### config.mk
export PLATFORM = sky130hd
export DESIGN_NAME = tsr_regbank
export DESIGN_NICKNAME = d
export VERILOG_FILES = /design/src/include/tsr_pkg.sv /design/src/include/tsr_res_if.sv /design/src/rtl/tsr_regbank.sv /design/src/rtl/tsr_chan_decode.sv /design/src/rtl/tsr_limit_cmp.sv
export SDC_FILE = /design/constraint.sdc
export NUM_CORES = 1
export LEC_CHECK = 0
export BUFFER_PORTS_ARGS = -buffer_cell sky130_fd_sc_hd__buf_4
export CORE_ASPECT_RATIO = 0.6
export CORE_UTILIZATION = 56
export CTS_BUF_LIST = sky130_fd_sc_hd__clkbuf_8
export CTS_CLUSTER_DIAMETER = 100
export DETAILED_ROUTE_END_ITERATION = 10
export PLACE_DENSITY = 0.78
export SLEW_MARGIN = 20
export SYNTH_ARGS = -nofsm -noshare
export SYNTH_HDL_FRONTEND = slang
export SYNTH_SLANG_ARGS = --single-unit
### constraint.sdc
create_clock -name mclk_i -period 1.92 [get_ports mclk_i]
set_clock_uncertainty 0.15 [all_clocks]
set_input_delay 0.384 -clock mclk_i [delete_from_list [all_inputs] [get_ports mclk_i]]
set_output_delay 0.384 -clock mclk_i [all_outputs]
set_load 0.05 [all_outputs]
### src/include/tsr_pkg.sv
// constants and types shared by the touch-screen register bank
package tsr_pkg;

	////////////////////////////////////////////////////////////////////////
	// widths
	localparam int unsigned DATA_W = 16; // every register is one 16-bit word
	localparam int unsigned ADDR_W = 4; // word address from the serial host
	localparam int unsigned NUM_REGS = 15; // words 0x0 .. 0xe

	////////////////////////////////////////////////////////////////////////
	// register word addresses
	localparam logic [3:0] ADDR_SPARE = 4'h0;
	localparam logic [3:0] ADDR_CONV_CTRL = 4'h1;
	localparam logic [3:0] ADDR_PWR_FILT = 4'h2;
	localparam logic [3:0] ADDR_LIMIT_SEQ = 4'h3;
	localparam logic [3:0] ADDR_AUX_HI = 4'h4;
	localparam logic [3:0] ADDR_AUX_LO = 4'h5;
	localparam logic [3:0] ADDR_TEMP_HI = 4'h6;
	localparam logic [3:0] ADDR_TEMP_LO = 4'h7;
	localparam logic [3:0] ADDR_Y_POS = 4'h8;
	localparam logic [3:0] ADDR_X_POS = 4'h9;
	localparam logic [3:0] ADDR_Z1 = 4'ha;
	localparam logic [3:0] ADDR_Z2 = 4'hb;
	localparam logic [3:0] ADDR_AUX_RES = 4'hc;
	localparam logic [3:0] ADDR_TEMP_RES = 4'hd;
	localparam logic [3:0] ADDR_REV_ID = 4'he;
	localparam logic [3:0] ADDR_LAST_RW = 4'h7; // highest writable word

	////////////////////////////////////////////////////////////////////////
	// reset values
	localparam logic [15:0] RST_ZERO = 16'h0000;
	localparam logic [15:0] RST_PWR_FILT = 16'h4040;
	localparam logic [15:0] REV_ID_DEFAULT = 16'h0a5c; // arbitrary value

	////////////////////////////////////////////////////////////////////////
	// conversion control field positions
	localparam int unsigned PEN_OFF_BIT = 15;
	localparam int unsigned CHAN_HI = 14;
	localparam int unsigned CHAN_LO = 12;
	localparam int unsigned MODE_HI = 11;
	localparam int unsigned MODE_LO = 10;
	localparam int unsigned ACQ_HI = 9;
	localparam int unsigned ACQ_LO = 8;
	localparam int unsigned TMR_HI = 7;
	localparam int unsigned TMR_LO = 0;

	////////////////////////////////////////////////////////////////////////
	// limit status / enable field positions in the limit word
	localparam int unsigned ST_AUX_HI = 0;
	localparam int unsigned ST_AUX_LO = 1;
	localparam int unsigned ST_TEMP_HI = 2;
	localparam int unsigned ST_TEMP_LO = 3;
	localparam int unsigned EN_SHIFT = 4; // enable sits four above its status
	localparam logic [15:0] STATUS_MASK = 16'h000f;
	localparam int unsigned SEQ_HI = 15;
	localparam int unsigned SEQ_LO = 8;

	////////////////////////////////////////////////////////////////////////
	// channel codes of the manual channel field
	localparam logic [2:0] CH_Y_POS = 3'h7;
	localparam logic [2:0] CH_X_POS = 3'h6;
	localparam logic [2:0] CH_Z1 = 3'h5;
	localparam logic [2:0] CH_Z2 = 3'h4;
	localparam logic [2:0] CH_AUX = 3'h3;
	localparam logic [2:0] CH_BATT = 3'h2;
	localparam logic [2:0] CH_TEMP = 3'h1;
	localparam logic [2:0] CH_NONE = 3'h0;

	// conversion mode encoding, in code order 00..11
	typedef enum logic [1:0] {
		MODE_NONE,
		MODE_SINGLE,
		MODE_SLAVE_SEQ,
		MODE_MASTER_SEQ
	} tsr_mode_t;

endpackage

### src/include/tsr_res_if.sv
// result routing signals between the bank and its channel decoder
`timescale 1ns/100ps
interface tsr_res_if;
	logic valid; // result strobe
	logic [2:0] chan; // channel code of the result
	logic hit; // code maps to a result word
	logic [3:0] idx; // result word address
	logic is_aux; // aux or battery result
	logic is_temp; // temperature result
	modport decoder(input valid, input chan, output hit, output idx, output is_aux,
		output is_temp);
	modport bank(output valid, output chan, input hit, input idx, input is_aux,
		input is_temp);
endinterface

### src/rtl/tsr_regbank.sv
// register bank of the touch-screen digitizer controller
`timescale 1ns/100ps

//////////////////////////////////////////////////////////////////////////////
// Contract
// - word 0x01 conversion control, rw, resets 0x0000
// - bit 15 picks pen-down or limit alert
// - bits 14:12 pick single-conversion input channel
// - codes 111..011 map position, pressure, aux inputs
// - word 0x02 power and filter, resets 0x4040
// - word 0x03 limit status, enables, sequence channels
// - words 0x04..0x07 hold aux and temperature limits
// - results read-only at 0x08..0x0d, reset zero
// - word 0x0e returns a fixed identity word
// - 010 battery, 001 temperature; mode codes 11:10
// - mode clears when sequence ends with timer zero
module tsr_regbank #(
	parameter logic [15:0] REV_ID = tsr_pkg::REV_ID_DEFAULT // arbitrary value
) (
	input wire logic mclk_i,
	input wire logic arst_n_i,
	// word access from the serial host front end
	input wire logic host_wr_i,
	input wire logic host_rd_i,
	input wire logic [3:0] host_addr_i,
	input wire logic [15:0] host_wdata_i,
	output logic [15:0] host_rdata_o,
	output logic host_rvalid_o,
	// results from the converter sequencer
	input wire logic res_valid_i,
	input wire logic [2:0] res_chan_i,
	input wire logic [15:0] res_data_i,
	input wire logic seq_done_i,
	// touch detect pin, asynchronous
	input wire logic pen_touch_i,
	// decoded controls toward the converter
	output logic [2:0] manual_channel_sel_o,
	output logic [1:0] conv_mode_o,
	output logic [1:0] acq_time_o,
	output logic [7:0] interval_timer_field_o,
	output logic [15:0] power_filter_o,
	output logic [7:0] seq_channels_o,
	// shared interrupt pin, active low
	output logic pen_down_irq_n_o
);

	//////////////////////////////////////////////////////////////////////////
	// storage
	// the identity word keeps a slot in the array but is never loaded;
	// reads take the parameter, so no write can ever disturb it
	logic [15:0] regs_ff [tsr_pkg::NUM_REGS]; // words 0x0 .. 0xe
	logic [15:0] nxt_regs [tsr_pkg::NUM_REGS];
	logic [15:0] rdata_ff; // read data
	logic [15:0] nxt_rdata;
	logic rvalid_ff; // read answer strobe
	logic nxt_rvalid;
	logic irq_n_ff; // interrupt pin level
	logic nxt_irq_n;
	logic [2:0] pen_sync_ff; // three-stage pin synchroniser
	logic pen_ff; // filtered touch level
	logic nxt_pen;

	// result routing
	tsr_res_if res ();
	logic lim_above; // result over its upper limit
	logic lim_below; // result under its lower limit
	logic [15:0] lim_upper; // chosen upper limit
	logic [15:0] lim_lower; // chosen lower limit

	//////////////////////////////////////////////////////////////////////////
	// helper functions

	// reset value per word
	// only the power word has a non-zero default
	function automatic logic [15:0] rst_value(input int unsigned idx);
		logic [15:0] val;
		val = tsr_pkg::RST_ZERO;
		if (idx == int'(tsr_pkg::ADDR_PWR_FILT)) begin
			val = tsr_pkg::RST_PWR_FILT;
		end
		return val;
	endfunction

	// host may store into this word
	// words 0x0..0x7 only; results and identity are read-only
	function automatic logic host_writable(input logic [3:0] addr);
		return addr <= tsr_pkg::ADDR_LAST_RW;
	endfunction

	// word exists in the map
	// 0xf is the only hole in the map
	function automatic logic mapped(input logic [3:0] addr);
		return addr <= tsr_pkg::ADDR_REV_ID;
	endfunction

	// any limit status whose enable bit is also set
	function automatic logic alert_of(input logic [15:0] word);
		logic found;
		found = 1'b0;
		for (int unsigned s = tsr_pkg::ST_AUX_HI; s <= tsr_pkg::ST_TEMP_LO; s++) begin
			found = found | (word[s] & word[s + tsr_pkg::EN_SHIFT]);
		end
		return found;
	endfunction

	//////////////////////////////////////////////////////////////////////////
	// channel decode and limit compare
	// aux and battery share one word and one pair of limits; the decoder
	// flags the class so the comparator is fed the matching pair
	assign res.valid = res_valid_i;
	assign res.chan = res_chan_i;

	// pure decode of the result channel code
	tsr_chan_decode u_decode (
		.res (res)
	);

	// thresholds picked by result class
	// position and pressure results pass the compare too, but no status takes it
	always_comb begin
		if (res.is_temp) begin
			lim_upper = regs_ff[tsr_pkg::ADDR_TEMP_HI];
			lim_lower = regs_ff[tsr_pkg::ADDR_TEMP_LO];
		end else begin
			// aux, battery and every other code
			lim_upper = regs_ff[tsr_pkg::ADDR_AUX_HI];
			lim_lower = regs_ff[tsr_pkg::ADDR_AUX_LO];
		end
	end

	// one comparator serves both classes; results never arrive two at once
	tsr_limit_cmp u_limit (
		.value_i (res_data_i),
		.upper_i (lim_upper),
		.lower_i (lim_lower),
		.above_o (lim_above),
		.below_o (lim_below)
	);

	//////////////////////////////////////////////////////////////////////////
	// register next values
	// order matters: sequencer clear, then host write, then hardware set,
	// so a status event in the clearing cycle survives
	always_comb begin
		logic [15:0] lim_word;
		lim_word = '0;
		for (int unsigned i = 0; i < tsr_pkg::NUM_REGS; i++) begin
			nxt_regs[i] = regs_ff[i];
		end
		// every word holds unless a branch below changes it
		// single or slave run ends with no interval: back to idle
		if (seq_done_i && regs_ff[tsr_pkg::ADDR_CONV_CTRL][tsr_pkg::TMR_HI:tsr_pkg::TMR_LO]
			== 8'h00) begin
			nxt_regs[tsr_pkg::ADDR_CONV_CTRL][tsr_pkg::MODE_HI:tsr_pkg::MODE_LO] =
				tsr_pkg::MODE_NONE;
		end
		// a host write to word 1 in the same cycle wins over the clear above,
		// so a fresh mode from the host is never lost
		// host write; read-only and unmapped words keep their value
		if (host_wr_i && host_writable(host_addr_i)) begin
			if (host_addr_i == tsr_pkg::ADDR_LIMIT_SEQ) begin
				// status bits: writing 1 clears, 0
				lim_word = (host_wdata_i & ~tsr_pkg::STATUS_MASK) |
					(regs_ff[tsr_pkg::ADDR_LIMIT_SEQ] & tsr_pkg::STATUS_MASK & ~host_wdata_i);
				nxt_regs[tsr_pkg::ADDR_LIMIT_SEQ] = lim_word;
			end else begin
				nxt_regs[host_addr_i] = host_wdata_i;
			end
		end
		// converter results land in read-only words
		// channel code 0 and an idle strobe both leave hit low: nothing stored
		if (res.hit) begin
			nxt_regs[res.idx] = res_data_i;
		end
		// out-of-limit results set sticky status
		// applied after the host write, so a set beats a clear in one cycle
		if (res.is_aux) begin
			nxt_regs[tsr_pkg::ADDR_LIMIT_SEQ][tsr_pkg::ST_AUX_HI] =
				nxt_regs[tsr_pkg::ADDR_LIMIT_SEQ][tsr_pkg::ST_AUX_HI] | lim_above;
			nxt_regs[tsr_pkg::ADDR_LIMIT_SEQ][tsr_pkg::ST_AUX_LO] =
				nxt_regs[tsr_pkg::ADDR_LIMIT_SEQ][tsr_pkg::ST_AUX_LO] | lim_below;
		end
		if (res.is_temp) begin
			nxt_regs[tsr_pkg::ADDR_LIMIT_SEQ][tsr_pkg::ST_TEMP_HI] =
				nxt_regs[tsr_pkg::ADDR_LIMIT_SEQ][tsr_pkg::ST_TEMP_HI] | lim_above;
			nxt_regs[tsr_pkg::ADDR_LIMIT_SEQ][tsr_pkg::ST_TEMP_LO] =
				nxt_regs[tsr_pkg::ADDR_LIMIT_SEQ][tsr_pkg::ST_TEMP_LO] | lim_below;
		end
		// identity word is never stored, it is a constant on read
		nxt_regs[tsr_pkg::ADDR_REV_ID] = tsr_pkg::RST_ZERO;
	end

	// register words, every one back to its default
	// the reset branch loads constants only; rst_value folds per index
	always_ff @(posedge mclk_i or negedge arst_n_i) begin
		if (!arst_n_i) begin
			for (int unsigned i = 0; i < tsr_pkg::NUM_REGS; i++) begin
				regs_ff[i] <= rst_value(i);
			end
		end else begin
			for (int unsigned i = 0; i < tsr_pkg::NUM_REGS; i++) begin
				regs_ff[i] <= nxt_regs[i];
			end
		end
	end

	//////////////////////////////////////////////////////////////////////////
	// host read path, one cycle latency
	// a read and a write in one cycle: the read returns the word as it was
	// read data holds between reads, so a slow host may sample it late
	always_comb begin
		nxt_rvalid = host_rd_i;
		nxt_rdata = rdata_ff;
		if (host_rd_i) begin
			// identity first: its array slot stays zero
			if (host_addr_i == tsr_pkg::ADDR_REV_ID) begin
				nxt_rdata = REV_ID;
			end else if (mapped(host_addr_i)) begin
				nxt_rdata = regs_ff[host_addr_i];
			end else begin
				nxt_rdata = tsr_pkg::RST_ZERO; // unmapped reads as zero
			end
		end
	end

	// read answer registers
	always_ff @(posedge mclk_i or negedge arst_n_i) begin
		if (!arst_n_i) begin
			rdata_ff <= tsr_pkg::RST_ZERO;
			rvalid_ff <= 1'b0;
		end else begin
			rdata_ff <= nxt_rdata;
			rvalid_ff <= nxt_rvalid;
		end
	end

	//////////////////////////////////////////////////////////////////////////
	// touch pin synchroniser; level moves only once stages two and three agree
	// stage one may go metastable and is read by nothing but stage two; a
	// pulse that lasts only one clock never reaches the pin logic
	always_comb begin
		nxt_pen = pen_ff;
		if (pen_sync_ff[1] == pen_sync_ff[2]) begin
			nxt_pen = pen_sync_ff[2];
		end
	end

	// stage shift and filtered level
	always_ff @(posedge mclk_i or negedge arst_n_i) begin
		if (!arst_n_i) begin
			pen_sync_ff <= 3'h0;
			pen_ff <= 1'b0;
		end else begin
			pen_sync_ff <= {pen_sync_ff[1:0], pen_touch_i};
			pen_ff <= nxt_pen;
		end
	end

	//////////////////////////////////////////////////////////////////////////
	// interrupt pin function
	// pen mode follows the touch level; alert mode ors masked limit status
	// the pin is one flop behind the status, so a host clear shows a cycle later
	always_comb begin
		logic [15:0] lim;
		logic alert;
		lim = regs_ff[tsr_pkg::ADDR_LIMIT_SEQ];
		alert = alert_of(lim); // status gated by enable
		if (regs_ff[tsr_pkg::ADDR_CONV_CTRL][tsr_pkg::PEN_OFF_BIT]) begin
			nxt_irq_n = ~alert;
		end else begin
			nxt_irq_n = ~pen_ff;
		end
	end

	// reset parks the pin inactive so no false alert follows reset
	always_ff @(posedge mclk_i or negedge arst_n_i) begin
		if (!arst_n_i) begin
			irq_n_ff <= 1'b1;
		end else begin
			irq_n_ff <= nxt_irq_n;
		end
	end

	//////////////////////////////////////////////////////////////////////////
	// outputs, all taken from flip-flops
	// control fields go out as levels with no handshake; a host write
	// reaches the converter on the very next clock
	assign host_rdata_o = rdata_ff;
	assign host_rvalid_o = rvalid_ff;
	assign pen_down_irq_n_o = irq_n_ff;
	// channel field only matters in single mode; the converter gates it
	assign manual_channel_sel_o =
		regs_ff[tsr_pkg::ADDR_CONV_CTRL][tsr_pkg::CHAN_HI:tsr_pkg::CHAN_LO];
	assign conv_mode_o = regs_ff[tsr_pkg::ADDR_CONV_CTRL][tsr_pkg::MODE_HI:tsr_pkg::MODE_LO];
	assign acq_time_o = regs_ff[tsr_pkg::ADDR_CONV_CTRL][tsr_pkg::ACQ_HI:tsr_pkg::ACQ_LO];
	assign interval_timer_field_o =
		regs_ff[tsr_pkg::ADDR_CONV_CTRL][tsr_pkg::TMR_HI:tsr_pkg::TMR_LO];
	assign power_filter_o = regs_ff[tsr_pkg::ADDR_PWR_FILT];
	assign seq_channels_o =
		regs_ff[tsr_pkg::ADDR_LIMIT_SEQ][tsr_pkg::SEQ_HI:tsr_pkg::SEQ_LO];

endmodule

### src/rtl/tsr_chan_decode.sv
// maps a channel code to its result word and limit class
`timescale 1ns/100ps
module tsr_chan_decode (
	tsr_res_if.decoder res
);

	////////////////////////////////////////////////////////////////////////
	// pure decode, no state
	always_comb begin
		res.hit = res.valid;
		res.idx = tsr_pkg::ADDR_SPARE;
		res.is_aux = 1'b0;
		res.is_temp = 1'b0;
		unique case (res.chan)
			tsr_pkg::CH_Y_POS: res.idx = tsr_pkg::ADDR_Y_POS;
			tsr_pkg::CH_X_POS: res.idx = tsr_pkg::ADDR_X_POS;
			tsr_pkg::CH_Z1: res.idx = tsr_pkg::ADDR_Z1;
			tsr_pkg::CH_Z2: res.idx = tsr_pkg::ADDR_Z2;
			tsr_pkg::CH_AUX, tsr_pkg::CH_BATT: begin
				// aux and battery share one result word
				res.idx = tsr_pkg::ADDR_AUX_RES;
				res.is_aux = res.valid;
			end
			tsr_pkg::CH_TEMP: begin
				res.idx = tsr_pkg::ADDR_TEMP_RES;
				res.is_temp = res.valid;
			end
			tsr_pkg::CH_NONE: res.hit = 1'b0; // no channel, nothing stored
		endcase
	end

endmodule

### src/rtl/tsr_limit_cmp.sv
// compares one result against an upper and a lower threshold
`timescale 1ns/100ps
module tsr_limit_cmp (
	input wire logic [15:0] value_i,
	input wire logic [15:0] upper_i,
	input wire logic [15:0] lower_i,
	output logic above_o,
	output logic below_o
);

	////////////////////////////////////////////////////////////////////////
	// strict compare: a value equal to a limit is still in range
	always_comb begin
		above_o = value_i > upper_i;
		below_o = value_i < lower_i;
	end

endmodule

Yosys cells after proc, flatten, opt, wreduce, memory -nomap -nowiden
Index checks and enable logic that the tools add are counted.
W data, S select, Z words.
{"block": "totals", "register_bits": 246, "out_inout_bits": 57}
{"block": "classes", "order_cmp": 8, "eq_ne": 10, "muxes": 26, "n_bitwise": 18, "reduce_logical": 7}
{"cell": "$bwmux W240", "count": 2}
{"cell": "$mux W240", "count": 2}
{"cell": "$mux W176", "count": 1}
{"cell": "$mux W16", "count": 9}
{"cell": "$demux W16 S4", "count": 2}
{"cell": "$bmux W16 S4", "count": 1}
{"cell": "$mux W48", "count": 1}
{"cell": "$pmux W4 S6", "count": 1}
{"cell": "$and A4 B16 Y16", "count": 1}
{"cell": "$gt A16 B16 Y1", "count": 1}
{"cell": "$lt A16 B16 Y1", "count": 1}
{"cell": "$not A16 Y16", "count": 1}
{"cell": "$or A16 B16 Y16", "count": 1}
{"cell": "$eq A3 B3 Y1 const B", "count": 4}
{"cell": "$ge A5 B5 Y1 const B", "count": 2}
{"cell": "$lt A5 B1 Y1 const B", "count": 2}
{"cell": "$not A4 Y5", "count": 2}
{"cell": "$logic_not A8 Y1", "count": 1}
{"cell": "$or A1 B1 Y1", "count": 7}
{"cell": "$eq A3 B2 Y1 const B", "count": 2}
{"cell": "$mux W2", "count": 3}
{"cell": "$and A1 B1 Y1", "count": 4}
{"cell": "$eq A4 B2 Y1 const B", "count": 1}
{"cell": "$eq A4 B4 Y1 const B", "count": 1}
{"cell": "other kinds (9)", "count": 16}

Depth between registers and ports, before layout
{"block": "depth", "word_depth": 12, "depth_mapped": 12, "depth_no_buf": 8}

Modules after synthesis
From an unflattened synthesis, not the netlist that was laid out.
{"block": "unflattened", "cells_unflattened": 1285, "hier_area_um2": 14086.0}
{"module": "tsr_regbank", "n_inst": 1, "cells_per_inst": 1166, "area_each_um2": 13237.7}
{"module": "tsr_limit_cmp", "n_inst": 1, "cells_per_inst": 110, "area_each_um2": 780.7}
{"module": "tsr_chan_decode", "n_inst": 1, "cells_per_inst": 9, "area_each_um2": 67.6}

Worst setup path after synthesis
OpenSTA, ideal clock, no wires.
{"block": "synth_timing", "path_kind": "input-to-reg", "from": "input res_chan_i[1]", "to": "register regs_ff[178] (netlist bit)", "arrival_ns": 2.931, "slack_ns": -1.290, "cell_stages": 12, "path_buffers": 4, "cell_sequence": "clkbuf_1 > nor4bb_1 > buf_2 > buf_2 > buf_2 > mux2i_1 > ha_1 > and3_1 > a221o_1 > a221o_1 > a21oi_1 > o21ai_0"}
{"element": "start: declaration", "line_no": "tsr_regbank.sv:31", "source": "input wire logic [2:0] res_chan_i,"}
{"element": "end signal: indexed assignment", "line_no": "tsr_regbank.sv:198", "source": "regs_ff[i] <= rst_value(i);"}
{"element": "end signal: indexed assignment", "line_no": "tsr_regbank.sv:202", "source": "regs_ff[i] <= nxt_regs[i];"}
{"element": "end: declaration", "line_no": "tsr_regbank.sv:51", "source": "logic [15:0] regs_ff [tsr_pkg::NUM_REGS];"}

==> metrics.md <==
| Metric | Value |
|---|---|
| Status | complete, but fails checks |
| Failing checks | design-rule violations, negative setup slack |
| Reg-to-reg endpoint | regs_ff[178]$_DFF_PN0_ |
| Top FF cell, synth | dfrtp_1 |
| First-pass GRT wire length | 52340 microns |
| Hold/Removal Path Class | primary input to flip-flop |
| Max_cap viols | 0 |
| 1st-iter DRT viols | 774 |
| Clock net sink count | 246 |
| Worst Max-Slew Pin Slew | 0.5597 ns |
| Hold path depth | 2 |
| Clk buf depth | 3 |
| CP max FO | 7 |
| Hold Path End | regs_ff[78]$_DFF_PN0_ |
| Post-synth cell types | 47 |
| Min Tclk post-route | 2.352 ns |
| Worst-Skew Late Latency | 0.54 ns |
| Commonest non-fill, non-tap cell in the layout | dfrtp_1 |
| # DRC | 2 |
| Routability congestion estimate | 0.9156 |
| WL met1 | 16100 microns |
| Syn Area/Cell | 13.40 sq um |
| Critical path required time | 2.19 ns |
| Yosys reg bits | 246 |
| Gate power share | 30.9% |
| Clk network pwr share | 27.1% |
| Final setup fails | 10 |
| Final core occ | 72.93% |
| Hold Path Origin | res_data_i[14] |
| Via density | 5.963 |
| DIE HEIGHT | 116.6 microns |
| Non-Filler Instances | 1439 |
| Num CTS Buffers | 38 |
| CP Launch Type | primary input |
| Fmax | 425.3 MHz |
| Die Wd | 193.1 microns |
| Layout cells sized above 1 | 49.66% |
| Routed Antenna Nets | 0 |
| FP Rows | 41 |
| Max Transition Viols Final | 0 |
| Part of the power in registers | 42.1% |
| Worst rel slew slack | 62.55% |
| Placed Cells | 1333 |
| Syn_nets | 992 |
| Crit share post-route | 122.5% |
| Critical R2R Launch | regs_ff[138]$_DFF_PN0_ |
| Mapped Cells | 915 |
| Starting Density | 57.75% |
| Via Count | 8581 |
| Vias in the first global route | 8977 |
| Number of top-level pins | 103 |
| Internal cell power | 11.45 mW |
| Met3 WL | 3227 microns |
| H-tree Lvls | 2 |
| R2R depth | 7 |
| Ant diodes | 0 |
| Lkg Pwr | 7.146 nW |
| Flop2flop setup slack | -0.30 ns |
| Mapped Area | 12270 sq um |
| Sw power | 5.690 mW |
| Total grt overflow | 0 |
| Sequential share of the synthesized area | 50.22% |
| Sw Share | 33.21% |
| NumNets Final | 1207 |
| Commonest cells after routing, fill and taps aside | dfrtp_1, buf_4, mux2_2, nand2_1, mux4_2 |
| IO Port Bufs | 102 |
| Asr flop ratio synth | 100.0% |
| Crit path kind | primary input to flip-flop |
| Clock transition at the registers of the reported paths | 0.07 ns |
| Arrival @ worst endpoint | 2.62 ns |
| Clock Tree Root | clkbuf_8 |
| Highest routed layer | met5 |
| Post-synth EDFFs | 0 |
| RSZ-0062 raised after global routing | true |
| Pwr/cell area | 1106 nW/um^2 |
| Layout area overhead | 26.28% |
| Largest net degree at the start of global routing | 52 |
| Peak VDD IR | 0.8657 mV |
| Crit end category | flip-flop |
| Drt total wl | 33890 microns |
| Drt wl/cell | 23.55 microns |
| Core ar. | 21240 sq um |
| Dpl hpwl | 23680 microns |
| All-Layer GR Usage | 31.63% |
| YS warnings | 0 |
| Final Hold Viols | 0 |
| Initial antenna violation count | 1 |
| Worst Slack Setup Final | -0.4315 ns |
| Drt first pass iters | 7 |
| Die area | 22520 sq um |
| CTS tree | built |
| DR WL met2 | 14090 microns |
==> synthesized netlist by cell type, types with 2 or more instances <==
cell / count / area share, %
nor3_1: 7 / 0.29
nor2_1: 15 / 0.46
and4_1: 3 / 0.21
a221o_1: 7 / 0.57
nand4_1: 5 / 0.26
a21oi_1: 8 / 0.33
a22o_1: 2 / 0.14
mux4_2: 54 / 9.9
ha_1: 31 / 3.2
mux2i_1: 47 / 3.8
a31oi_1: 2 / 0.10
nand3_1: 4 / 0.16
inv_1: 18 / 0.55
nand2_1: 115 / 3.5
dfrtp_1: 243 / 50
nand2b_1: 2 / 0.10
nor2b_1: 2 / 0.10
buf_4: 46 / 2.8
buf_6: 3 / 0.28
nand3b_1: 4 / 0.24
and3_1: 2 / 0.10
clkbuf_1: 20 / 0.61
o22ai_1: 10 / 0.51
a22oi_1: 6 / 0.37
dfstp_2: 3 / 0.64
a32o_1: 2 / 0.16
mux2_2: 196 / 18
buf_1: 3 / 0.092
nor3b_2: 2 / 0.20
a211oi_1: 2 / 0.12
buf_2: 14 / 0.57
a21o_1: 4 / 0.24
o21ai_0: 19 / 0.78
==> worst max-delay path, cell delays in order <==
cell	delay (ns)
buf_8	0.10
nor4bb_4	0.33
buf_12	0.18
buf_4	0.12
buf_6	0.13
mux2i_1	0.20
ha_1	0.26
a21o_1	0.16
a21o_1	0.17
a221o_1	0.32
a21oi_2	0.15
o21ai_1	0.09
==> flip-flops by register name (all words and copies together), names as in the netlist <==
name                    flops
regs_ff                   185
host_rdata_o               16
power_filter_o             16
interval_timer_field_o      8
seq_channels_o              8
manual_channel_sel_o        3
pen_sync_ff                 3
acq_time_o                  2
conv_mode_o                 2
host_rvalid_o               1
pen_down_irq_n_o            1
pen_ff                      1
==> what timing repair did <==
action,in CTS,in global routing
gates cloned,1,1
resized for setup,13,23
pin swaps,12,10
endpoints found under the hold margin,228,0
endpoints found under the setup margin,10,14
hold buffers,23,0
setup buffers,7,6
==> worst max-delay path by stage <==
stage	start	end	slack (ns)	depth (start not counted)
floorplan	res_chan_i[1]	regs_ff[176]$_DFF_PN0_	-0.99	12
global placement	res_chan_i[1]	regs_ff[178]$_DFF_PN0_	-0.94	10
detailed placement	res_chan_i[1]	regs_ff[178]$_DFF_PN0_	-1.01	10
CTS	res_chan_i[2]	regs_ff[178]$_DFF_PN0_	-0.43	10
global route	res_chan_i[1]	regs_ff[177]$_DFF_PN0_	-0.52	13
finish	res_chan_i[1]	regs_ff[178]$_DFF_PN0_	-0.43	12
==> power groups by stage <==
stage | Sequential [mW] | Clock [mW] | Combinational [mW]
floorplan | 7.25 | 0 | 3.24
global placement | 7.20 | 0 | 4.90
detailed placement | 7.23 | 0 | 5.03
CTS | 7.16 | 4.72 | 5.17
global route | 7.32 | 4.95 | 5.62
finish | 7.21 | 4.64 | 5.29
==> per-stage QoR <==
step | worst slack [ns] | instance area (sq um) | hold WS (ns) | setup TNS [ns] | power (mW)
detailed placement | -1.007 | 14170 | 0.1850 | -11.38 | 12.26
global route | -0.5193 | 15490 | 0.002888 | -2.654 | 17.90
floorplan | -0.9919 | 12510 | -0.06159 | -8.563 | 10.48
finish | -0.4315 | 15490 | 0.03726 | -2.142 | 17.14
global placement | -0.9351 | 14170 | 0.1807 | -10.71 | 12.09
CTS | -0.4323 | 15360 | 0.01154 | -1.978 | 17.05
==> routing by layer <==
metal | global-route usage, % | up-vias
li1 | - | 3742
met1 | 47.65 | 4454
met2 | 43.90 | 334
met3 | 11.12 | 49
met4 | 6.875 | 2
met5 | 0 | -
==> cell families (layout without fill, tap and decap cells) <==
| kind of cell | count (synthesis) | in the layout | synth area share, % |
|---|---|---|---|
| and+or+nand+nor | 167 | 167 | 6.019 |
| adders and majority gates | 32 | 32 | 3.244 |
| DFF | 246 | 246 | 50.22 |
| buffers and inverters | 104 | 349 | 4.917 |
| muxes | 297 | 297 | 31.75 |
| AOI/OAI and AO/OA | 69 | 69 | 3.856 |
==> final cells by class <==
class	count	area, sq um
Clock inverter	19	115.1
Tap cell	279	349.1
Clock buffer	51	701.9
Multi-Input combinational cell	565	5705
Timing Repair Buffer	261	2390
Fill cell	1427	5749
Sequential cell	246	6160
Inverter	18	67.56
No activity file was read; power rests on OpenSTA's default activity.
